==> src/include/rbic_params.svh <==
// constants for the reset, boot and interrupt pin control block
`ifndef RBIC_PARAMS_SVH
`define RBIC_PARAMS_SVH

`define RBIC_PC_W          16
`define RBIC_PC_RESET      16'h0000
`define RBIC_CLOCK_CTRL_REG0_W       8
`define RBIC_CLOCK_CTRL_REG0_RESET   8'h00
`define RBIC_CLOCK_SOURCE_MODE_MSB     7
`define RBIC_CLOCK_SOURCE_MODE_LSB     6
`define RBIC_SYNC_W        7
`define RBIC_SYNC_RESET    7'h7E
`define RBIC_BIT_BOOT      0
`define RBIC_BIT_NMI       1
`define RBIC_BIT_FAULT     2
`define RBIC_BIT_EMU       3
`define RBIC_BIT_BYP       4
`define RBIC_BIT_XLO       5
`define RBIC_BIT_XHI       6

`endif

==> src/include/rbic_pkg.sv <==
// types for the reset, boot and interrupt pin control block
package rbic_pkg;

   typedef enum logic [1:0] {
      RBIC_HOLD,
      RBIC_FIRST,
      RBIC_RUN
   } rbic_state_t;

   typedef struct packed {
      logic [1:0] dir;
      logic [1:0] out;
   } rbic_gpio_cfg_t;

   typedef struct packed {
      logic use_pll;
      logic osc_bypass;
      logic osc_out_oe;
   } rbic_clk_status_t;

endpackage
==> src/design/rbic_pin_sync.sv <==
// two flip-flop synchroniser for a group of pin levels
`timescale 1ns/10ps
module rbic_pin_sync #(
   parameter int               WIDTH     = 1,
   parameter logic [WIDTH-1:0] RESET_VAL = '0
) (
   // clock and reset
   input  wire logic             mclk,
   input  wire logic             reset,
   // pins and their synchronised levels
   input  wire logic [WIDTH-1:0] pin,
   output logic      [WIDTH-1:0] level
);

   logic [WIDTH-1:0] stage1;

   always_ff @(posedge mclk or posedge reset) begin
      if (reset) begin
         stage1 <= RESET_VAL;
         level  <= RESET_VAL;
      end else begin
         stage1 <= pin;
         level  <= stage1;
      end
   end

endmodule // rbic_pin_sync

==> src/design/rbic_reset_sync.sv <==
// reset synchroniser: asynchronous assertion, release on the clock
`timescale 1ns/10ps
module rbic_reset_sync (
   // clock and asynchronous reset request
   input  wire logic mclk,
   input  wire logic arst,
   // synchronised reset, active high
   output logic      rst_out
);

   logic stage1;

   always_ff @(posedge mclk or posedge arst) begin
      if (arst) begin
         stage1  <= 1'b1;
         rst_out <= 1'b1;
      end else begin
         stage1  <= 1'b0;
         rst_out <= stage1;
      end
   end

endmodule // rbic_reset_sync

==> src/design/rbic_top.sv <==
// reset, boot select, interrupt pin and clock pin control
`include "rbic_params.svh"
`timescale 1ns/10ps
module rbic_top #(
   parameter int PC_W = `RBIC_PC_W,
   parameter int CK_W = `RBIC_CLOCK_CTRL_REG0_W
) (
   // clock and global reset
   input  wire logic                      mclk,
   input  wire logic                      reset,
   // reset pins
   input  wire logic                      system_reset_n,
   input  wire logic                      power_on_reset_n,
   // boot and interrupt pins
   input  wire logic                      boot_memory_select,
   input  wire logic                      nmi_pin,
   input  wire logic                      drive_fault_irq_n,
   // clock pins
   input  wire logic                      emulation_float_n,
   input  wire logic                      osc_bypass_n,
   // dual-purpose interrupt pins
   input  wire logic [1:0]                ext_irq_pin_in,
   output logic      [1:0]                ext_irq_pin_out,
   output logic      [1:0]                ext_irq_pin_oe,
   output logic      [1:0]                ext_pin_level,
   // core side
   input  wire logic [PC_W-1:0]           pc_next,
   input  wire logic                      global_irq_mask,
   input  wire logic                      nmi_polarity,
   input  wire logic                      nmi_ack,
   input  wire logic [1:0]                ext_irq_ack,
   output logic                           cpu_halt,
   output logic                           first_fetch,
   output logic      [PC_W-1:0]           program_counter,
   output logic                           regs_clear,
   output logic                           clock_regs_init,
   output logic                           boot_ext_mem,
   output logic                           nmi_req,
   output logic      [1:0]                ext_irq_req,
   output logic                           cpu_irq_req,
   // pin direction and output value
   input  wire logic                      gpio_wr_en,
   input  wire rbic_pkg::rbic_gpio_cfg_t  gpio_wr_cfg,
   // drive-fault control
   input  wire logic                      drive_fault_enable,
   input  wire logic                      compare_hiz_clear,
   output logic                           compare_hiz,
   // clock control register
   input  wire logic                      ckcr_wr_en,
   input  wire logic [CK_W-1:0]           ckcr_wr_data,
   output logic      [CK_W-1:0]           clock_ctrl_reg0,
   output rbic_pkg::rbic_clk_status_t     clk_status
);
   import rbic_pkg::*;

   logic                    por_rst;
   logic                    sys_rst;
   logic [`RBIC_SYNC_W-1:0] pin_s;
   rbic_state_t             state;
   rbic_state_t             next_state;
   logic                    nmi_active;
   logic                    nmi_active_d;
   logic                    next_nmi_req;
   logic [1:0]              ext_prev;
   logic [1:0]              ext_rise;
   logic [1:0]              next_ext_req;
   rbic_gpio_cfg_t          gpio_cfg;

   // stage a pending flag: a new event beats a clear in the same cycle
   function automatic logic sticky(input logic cur, input logic set, input logic clr);
      sticky = set | (cur & ~clr);
   endfunction

   // power-on reset also drives the system reset, so it resets all that system reset does plus the clock register
   rbic_reset_sync u_por_sync (
      .mclk    (mclk),
      .arst    (reset | ~power_on_reset_n),
      .rst_out (por_rst)
   );

   rbic_reset_sync u_sys_sync (
      .mclk    (mclk),
      .arst    (reset | ~power_on_reset_n | ~system_reset_n),
      .rst_out (sys_rst)
   );

   rbic_pin_sync #(
      .WIDTH     (`RBIC_SYNC_W),
      .RESET_VAL (`RBIC_SYNC_RESET)
   ) u_pin_sync (
      .mclk  (mclk),
      .reset (reset),
      .pin   ({ext_irq_pin_in, osc_bypass_n, emulation_float_n,
               drive_fault_irq_n, nmi_pin, boot_memory_select}),
      .level (pin_s)
   );

   assign regs_clear      = sys_rst;
   assign clock_regs_init = por_rst;

   // execution sequencing
   always_comb begin
      case (state)
         RBIC_HOLD:  next_state = RBIC_FIRST;
         RBIC_FIRST: next_state = RBIC_RUN;
         RBIC_RUN:   next_state = RBIC_RUN;
         default:    next_state = RBIC_HOLD;
      endcase
   end

   always_ff @(posedge mclk or posedge sys_rst) begin
      if (sys_rst) begin
         state       <= RBIC_HOLD;
         cpu_halt    <= 1'b1;
         first_fetch <= 1'b0;
      end else begin
         state       <= next_state;
         cpu_halt    <= 1'b0;
         first_fetch <= (next_state == RBIC_FIRST);
      end
   end

   // the core's next address is ignored until the first fetch has gone out
   always_ff @(posedge mclk or posedge sys_rst) begin
      if (sys_rst) begin
         program_counter <= `RBIC_PC_RESET;
      end else if (state == RBIC_RUN) begin
         program_counter <= pc_next;
      end else begin
         program_counter <= `RBIC_PC_RESET;
      end
   end

   // boot memory select follows the pin
   always_ff @(posedge mclk or posedge reset) begin
      if (reset) begin
         boot_ext_mem <= 1'b0;
      end else begin
         boot_ext_mem <= pin_s[`RBIC_BIT_BOOT];
      end
   end

   // nonmaskable interrupt: polarity 1 means active high
   assign nmi_active   = pin_s[`RBIC_BIT_NMI] ~^ nmi_polarity;
   assign next_nmi_req = sticky(nmi_req, nmi_active & ~nmi_active_d, nmi_ack);

   always_ff @(posedge mclk or posedge sys_rst) begin
      if (sys_rst) begin
         nmi_active_d <= 1'b1;
         nmi_req      <= 1'b0;
      end else begin
         nmi_active_d <= nmi_active;
         nmi_req      <= next_nmi_req;
      end
   end

   // dual-purpose pins; a pin driven as output raises no interrupt
   assign ext_rise = ext_pin_level & ~ext_prev & ~gpio_cfg.dir;

   always_comb begin
      for (int i = 0; i < 2; i++) begin
         next_ext_req[i] = sticky(ext_irq_req[i], ext_rise[i], ext_irq_ack[i]);
      end
   end

   always_ff @(posedge mclk or posedge sys_rst) begin
      if (sys_rst) begin
         gpio_cfg <= '0;
      end else if (gpio_wr_en) begin
         gpio_cfg <= gpio_wr_cfg;
      end
   end

   always_ff @(posedge mclk or posedge sys_rst) begin
      if (sys_rst) begin
         ext_irq_pin_oe  <= 2'h0;
         ext_irq_pin_out <= 2'h0;
      end else begin
         ext_irq_pin_oe  <= gpio_cfg.dir;
         ext_irq_pin_out <= gpio_cfg.out;
      end
   end

   always_ff @(posedge mclk or posedge sys_rst) begin
      if (sys_rst) begin
         ext_pin_level <= 2'h3;
         ext_prev      <= 2'h3;
         ext_irq_req   <= 2'h0;
         cpu_irq_req   <= 1'b0;
      end else begin
         ext_pin_level <= pin_s[`RBIC_BIT_XHI:`RBIC_BIT_XLO];
         ext_prev      <= ext_pin_level;
         ext_irq_req   <= next_ext_req;
         cpu_irq_req   <= (|next_ext_req) & ~global_irq_mask;
      end
   end

   // drive fault latches the float so a glitch-free restart needs software
   always_ff @(posedge mclk or posedge sys_rst) begin
      if (sys_rst) begin
         compare_hiz <= 1'b0;
      end else begin
         compare_hiz <= sticky(compare_hiz,
                               drive_fault_enable & ~pin_s[`RBIC_BIT_FAULT],
                               compare_hiz_clear);
      end
   end

   // clock control survives system reset; only power-on reset or the global reset restores it
   always_ff @(posedge mclk or posedge por_rst) begin
      if (por_rst) begin
         clock_ctrl_reg0 <= `RBIC_CLOCK_CTRL_REG0_RESET;
      end else if (ckcr_wr_en) begin
         clock_ctrl_reg0 <= ckcr_wr_data;
      end
   end

   always_ff @(posedge mclk or posedge reset) begin
      if (reset) begin
         clk_status <= '{use_pll: 1'b0, osc_bypass: 1'b0, osc_out_oe: 1'b1};
      end else begin
         clk_status.use_pll    <= clock_ctrl_reg0[`RBIC_CLOCK_SOURCE_MODE_MSB]
                                  & pin_s[`RBIC_BIT_BYP];
         clk_status.osc_bypass <= ~pin_s[`RBIC_BIT_BYP];
         clk_status.osc_out_oe <= pin_s[`RBIC_BIT_EMU];
      end
   end

   // checks
   halt_in_reset_a: assert property (
      @(posedge mclk) disable iff (reset)
      sys_rst |-> cpu_halt && program_counter == `RBIC_PC_RESET && !first_fetch
   ) else $error("core not halted at zero during reset");

   fetch_from_zero_a: assert property (
      @(posedge mclk) disable iff (reset)
      $fell(sys_rst) |=> first_fetch && !cpu_halt && program_counter == `RBIC_PC_RESET
   ) else $error("first fetch after reset not at zero");

   por_resets_all_a: assert property (
      @(posedge mclk) disable iff (reset)
      por_rst |-> sys_rst && cpu_halt
   ) else $error("power-on reset did not hold system reset");

   boot_select_a: assert property (
      @(posedge mclk) disable iff (reset)
      !$past(reset) && !$past(reset, 2) && !$past(reset, 3)
      |-> boot_ext_mem == $past(boot_memory_select, 3)
   ) else $error("boot memory select does not follow the pin");

   nmi_unmasked_a: assert property (
      @(posedge mclk) disable iff (sys_rst)
      nmi_active && !nmi_active_d && global_irq_mask |=> nmi_req
   ) else $error("nmi blocked by the global mask");

   nmi_low_level_a: assert property (
      @(posedge mclk) disable iff (sys_rst)
      !$past(sys_rst) && !nmi_polarity && $stable(nmi_polarity)
      && $fell(pin_s[`RBIC_BIT_NMI]) |=> nmi_req
   ) else $error("active low nmi not detected");

   ext_irq_set_wins_a: assert property (
      @(posedge mclk) disable iff (sys_rst)
      (ext_rise & ext_irq_ack) != 2'h0
      |=> (ext_irq_req & $past(ext_rise & ext_irq_ack)) == $past(ext_rise & ext_irq_ack)
   ) else $error("interrupt lost under a clear");

   gpio_input_reset_a: assert property (
      @(posedge mclk) disable iff (reset)
      sys_rst |-> ext_irq_pin_oe == 2'h0 && gpio_cfg.dir == 2'h0
   ) else $error("interrupt pin driven during reset");

   fault_float_a: assert property (
      @(posedge mclk) disable iff (sys_rst)
      drive_fault_enable && !pin_s[`RBIC_BIT_FAULT] |=> compare_hiz
   ) else $error("compare outputs not floated on fault");

   fault_hold_a: assert property (
      @(posedge mclk) disable iff (sys_rst)
      compare_hiz && !compare_hiz_clear |=> compare_hiz
   ) else $error("compare float released without a clear");

   clk_reg_por_a: assert property (
      @(posedge mclk) disable iff (reset)
      por_rst |-> clock_ctrl_reg0 == `RBIC_CLOCK_CTRL_REG0_RESET
   ) else $error("clock register not initialised by power-on reset");

   clk_reg_keep_a: assert property (
      @(posedge mclk) disable iff (por_rst)
      sys_rst && !ckcr_wr_en |=> $stable(clock_ctrl_reg0)
   ) else $error("system reset altered the clock register");

   pll_mode_a: assert property (
      @(posedge mclk) disable iff (reset)
      clock_ctrl_reg0[`RBIC_CLOCK_SOURCE_MODE_MSB] && pin_s[`RBIC_BIT_BYP] |=> clk_status.use_pll
   ) else $error("pll source not selected");

   osc_float_a: assert property (
      @(posedge mclk) disable iff (reset)
      !$past(reset) && !$past(reset, 2) && !$past(reset, 3)
      && !$past(emulation_float_n, 3) |-> !clk_status.osc_out_oe
   ) else $error("oscillator output not floated");

   osc_bypass_a: assert property (
      @(posedge mclk) disable iff (reset)
      !$past(reset) && !$past(reset, 2) && !$past(reset, 3)
      && !$past(osc_bypass_n, 3) |-> clk_status.osc_bypass && !clk_status.use_pll
   ) else $error("oscillator not bypassed");

endmodule // rbic_top

==> config.mk <==
export PLATFORM = sky130hd
export DESIGN_NAME = rbic_top
export DESIGN_NICKNAME = d
export VERILOG_FILES = /design/src/include/rbic_pkg.sv /design/src/design/rbic_pin_sync.sv /design/src/design/rbic_reset_sync.sv /design/src/design/rbic_top.sv
export VERILOG_INCLUDE_DIRS = /design/src /design/src/include
export SDC_FILE = /design/constraint.sdc
export NUM_CORES = 1
export LEC_CHECK = 0
export ABC_AREA = 1
export BUFFER_PORTS_ARGS = -buffer_cell sky130_fd_sc_hd__clkbuf_2
export CAP_MARGIN = 20
export CORE_UTILIZATION = 47
export DETAILED_ROUTE_END_ITERATION = 7
export GPL_ROUTABILITY_DRIVEN = 1
export PLACE_DENSITY_LB_ADDON = 0.3
export SLEW_MARGIN = 30
export SYNTH_ARGS = -nofsm -noshare
export SYNTH_HDL_FRONTEND = slang
export SYNTH_SLANG_ARGS = --single-unit
==> constraint.sdc <==
create_clock -name mclk -period 1.6 [get_ports mclk]
set_input_delay 0.08 -clock mclk [delete_from_list [all_inputs] [get_ports mclk]]
set_output_delay 0.08 -clock mclk [all_outputs]
set_load 0.02 [all_outputs]
==> Yosys cells after proc, flatten, opt, wreduce, memory -nomap -nowiden <==
Index checks and enable logic that the tools add are counted.
{ "word_totals": {"regBits": 68, "latchBits": 0, "ram_bits": 0, "romBits": 0, "in_bits": 48, "elab_cells": 63, "n_memories": 0} }
{ "classes": {"add_sub_neg": 0, "n_mul": 0, "n_div": 0, "magnitude_cmp": 0, "n_eq_ne": 3, "n_shift": 0, "muxes": 2, "bitwise": 29, "n_reduce_logical": 3} }
{ "op_table": {"columns": ["op", "count"], "rows": [
  ["16-bit 2-to-1 mux", 1],
  ["1-bit NOT", 10],
  ["1-bit AND", 8],
  ["1-bit bitwise OR", 6],
  ["2-bit AND", 2],
  ["2-bit by 1-bit == test with 1-bit output, second input constant", 2],
  ["2-bit NOT", 2],
  ["2-bit one-hot mux with 2 select lines", 1],
  ["2-bit OR reduction", 2],
  ["2-bit == test, second input constant", 1],
  ["2-bit logical NOT", 1],
  ["1-bit XNOR", 1]
]} }

==> Logic depth before layout (Yosys ltp) <==
{ "logic_depth": {"depth_word": 6, "mapped_depth": 6, "ltp_nobuf": 5} }

==> Hierarchy <==
Synthesis repeated with hierarchy kept, for this count alone.
{ "unflattened": {"cells_unflattened": 157, "hier_area_um2": 2203.4} }
{ "modules_own_cells": {"columns": ["mod", "n_inst", "cells_each", "area_per_inst_um2"], "rows": [
  ["rbic_top", 1, 134, 1714.1],
  ["rbic_pin_sync", 1, 15, 369.1],
  ["rbic_reset_sync", 2, 4, 60.1]
]} }

==> Worst setup path before layout <==
Ideal clock, no wire load.
{ "synth_timing": {"kind": "flip-flop to flip-flop", "from": "register state[0]", "to": "register program_counter[0]", "setup_time_ns": 0.113, "arrival_time_ns": 1.057, "setup_slack_ns": 0.430, "stages_incl_launch_ff": 7, "path_buffers": 2, "cell_sequence": "dfrtp_1 > inv_1 > ha_1 > clkbuf_2 > buf_6 > nand2_1 > inv_1"} }
{ "synth_via": {"elab_chain_cells": 2} }
{ "synth_lines": {"columns": ["item", "line", "rtl"], "rows": [
  ["from (decl)", "rbic_top.sv:59", "rbic_state_t state;"],
  ["from (signal assigned)", "rbic_top.sv:117", "state <= next_state;"],
  ["2-bit == test", "rbic_top.sv:127", "end else if (state == RBIC_RUN) begin"],
  ["16-bit 2-to-1 mux", "rbic_top.sv:127", null],
  ["to (signal assigned)", "rbic_top.sv:126", "program_counter <= `RBIC_PC_RESET;"],
  ["to (signal assigned)", "rbic_top.sv:128", "program_counter <= pc_next;"],
  ["to (signal assigned)", "rbic_top.sv:130", "program_counter <= `RBIC_PC_RESET;"],
  ["to (decl)", "rbic_top.sv:34", "output logic [PC_W-1:0] program_counter,"]
]} }
Every way passes these cells.
A chain may end at the register's enable or synchronous reset.

==> metrics.csv <==
metric,value,unit
status,finished clean,
min_period,1.341,ns
fin_crit_sh,83.81,%
fin_tns_setup,0,ns
grt_usage,21.04,%
diodes,0,
yosys.area.top_type,dfrtp_1,
peakVddDrop,0.6963,mV
clock.fmax,745.7,MHz
num_vias,1573,
wl_met2,2.539,mm
grt_pass1_wl,7.562,mm
hp-class,primary input to register,
synthTopCellsByCount,"dfrtp_1, inv_1, nand2_1, dfstp_2, mux2_4",
worstSetupPathType,primary input to asynchronous set/reset pin,
synthArstFlopShare,100.0,%
ff2ff_path_depth,2,
cts_resized,0,
synthDominantCellAreaShare,50.26,%
start_util,49.63,%
yosysWarnings,0,
slew_headroom,66.46,%
hold_viol,0,
synth.cell_area,2191,um^2
top_layer_used,met4,
syn_to_final_growth,51.23,%
synth_flop_cell,dfrtp_1,
rsz0062_at_grt,no,
fin_util,75.06,%
coreArea,4414,um^2
drt_iter0_markers,94,
grt_start_max_net_pins,38,
nets,348,
clk_latency,0.32,ns
cp-start-kind,primary input,
cts_tree,done,
io_pins,91,
clockRootBuffer,clkbuf_8,
hold_slack,0.02012,ns
clkTransAtPathRegs,0.06,ns
rows,24,
antenna_found_initial,0,
yosysMostFrequentCell,dfrtp_1,
powerDensity,1096,nW/um^2
finClkSkew,0.004128,ns
dp_hpwl,2.736,mm
cts_max_level,3,
cts_buffers,9,
routedWlPerCell,13.26,um
syn_avg_cell_area,14.23,um^2
drv_slew,0,
hp-start,ext_irq_ack[1],
tightest_slew,0.5030,ns
wl_met1,1.823,mm
design_area,3313,um^2
dpl_cell_area,2701,um^2
r2r_end,compare_hiz$_DFF_PP0_,
die_w,70.28,um
worstPathMaxFanout,10,
synth_cell_type_count,18,
critPathCaptureType,asynchronous set/reset pin,
crit_start,reset,
drive_gt1_share,45.87,%
ys_seq_area_share,77.84,%
routed_wl,4.709,mm
crit_end,u_sys_sync.stage1$_DFF_PP1_,
clkSinkCount,67,
numPortBuffers,90,
required,2.05,ns
r2r_setup_slack,0.34,ns
firstDrtPassIters,4,
r2r-start,u_pin_sync.level[2]$_DFF_PP1_,
leakagePower,1.815,nW
dr_wl_met3,199,um
grt_pass1_vias,1733,
timing.max_cap.violations,0,
fp.dieH,70.28,um
fillers,300,
final-setup-viol-count,0,
avgViaCountPerCell,4.431,
dieArea,4939,um^2
gp_congestion,0.7190,
synth_cells,154,
crit_arrival,1.79,ns
grt-ovfl-total,0,
drc,0,
ys_top_cells_by_area,"dfrtp_1, dfstp_2, inv_1",
drtAntennaViolNets,0,
clock_path_buffers,2,
synth_edf_count,0,
synth_seq_cells,67,
worst max-delay path, cell delays in order:
cell,delay (ns)
dlygate4sd3_1,0.53
clkbuf_2,0.12
inv_1,0.27
and3_1,0.20
dlygate4sd3_1,0.58
cell families (layout without fill, tap and decap cells):
| kind of cell | count (synthesis) | count (layout) | synth area share (%) |
|---|---|---|---|
| buffers and inverters | 37 | 184 | 7.081 |
| other | 1 | 3 | 0.1712 |
| AO/OA/AOI/OAI | 4 | 4 | 0.9709 |
| AND/OR/NAND/NOR | 33 | 33 | 6.283 |
| flip-flops | 67 | 67 | 77.84 |
| adder cells (fa/ha/maj) | 2 | 2 | 1.142 |
| multiplexers | 10 | 10 | 6.511 |
metrics by stage:
stage	total power [mW]	setup slack [ns]	cells
global route	3.800	0.1369	355
floorplan	2.105	0.3691	156
finish	3.631	0.2590	355
global placement	2.258	0.4735	297
detailed placement	2.272	0.4368	297
CTS	3.664	0.2473	355
registers in the layout (all words and copies together), names as in the netlist, 2 cells and up:
signal and count:
u_pin_sync.stage1 7, clk_status 3, gpio_cfg 4, u_pin_sync.level 7
ext_irq_pin_oe 2, program_counter 16, ext_irq_req 2, ext_prev 2
clock_ctrl_reg0 8, ext_irq_pin_out 2, state 2, ext_pin_level 2
what timing repair did:
item	in CTS	in global routing
setup buffers	0	0
hold buffers	42	0
endpoints found under the hold margin	47	0
setup endpoints to repair	0	0
per-layer routing:
layer | vias up | global-route usage (%)
li1 | 736 | -
met1 | 757 | 22.58
met2 | 64 | 37.57
met3 | 16 | 4.906
met4 | 0 | 12.00
met5 | - | 0
final cells by class:
type / count / area, um^2 / share of cell area [%]
flip-flops and latches: 67 / 1705 / 51.47
repair buffers: 134 / 885.9 / 26.74
inverters: 34 / 127.6 / 3.852
clock buffers: 15 / 186.4 / 5.627
clock inverters: 1 / 5.005 / 0.1511
multi-input cells: 52 / 337.8 / 10.20
well taps: 52 / 65.06 / 1.964
how the worst min path moves through the flow:
| stage | end | slack (ns) | cells past startpoint |
|---|---|---|---|
| 3_3_place_gp | clk_status[1]$_DFF_PP0_ | 0.05 | 2 |
| 6_report | ext_irq_req[1]$_DFF_PP0_ | 0.02 | 4 |
| 3_5_place_dp | clk_status[2]$_DFF_PP0_ | 0.06 | 2 |
| 5_1_grt | gpio_cfg[0]$_DFFE_PP0P_ | 0.01 | 2 |
| 2_1_floorplan | boot_ext_mem$_DFF_PP0_ | 0.01 | 1 |
| 4_1_cts | ext_irq_req[0]$_DFF_PP0_ | 0.006 | 4 |
cell usage in the layout (no fill, tap or decap), drive strengths merged, types with 3 or more instances in the layout:
| cell | n |
|---|---|
| dlygate4sd3 | 42 |
| dfstp | 23 |
| mux2 | 10 |
| nand2 | 24 |
| dfrtp | 44 |
| clkbuf | 105 |
| conb | 3 |
| inv | 34 |
| o21ai | 3 |
| nor2 | 3 |
report_power, final:
group / switching (mW) / internal, mW / leakage, nW
clock network: 0.571 / 0.732 / 0.0997
logic: 0.239 / 0.216 / 0.954
registers: 0.0444 / 1.83 / 0.762
total: 0.855 / 2.78 / 1.82
Note: power is estimated with default switching activity, not from simulation.
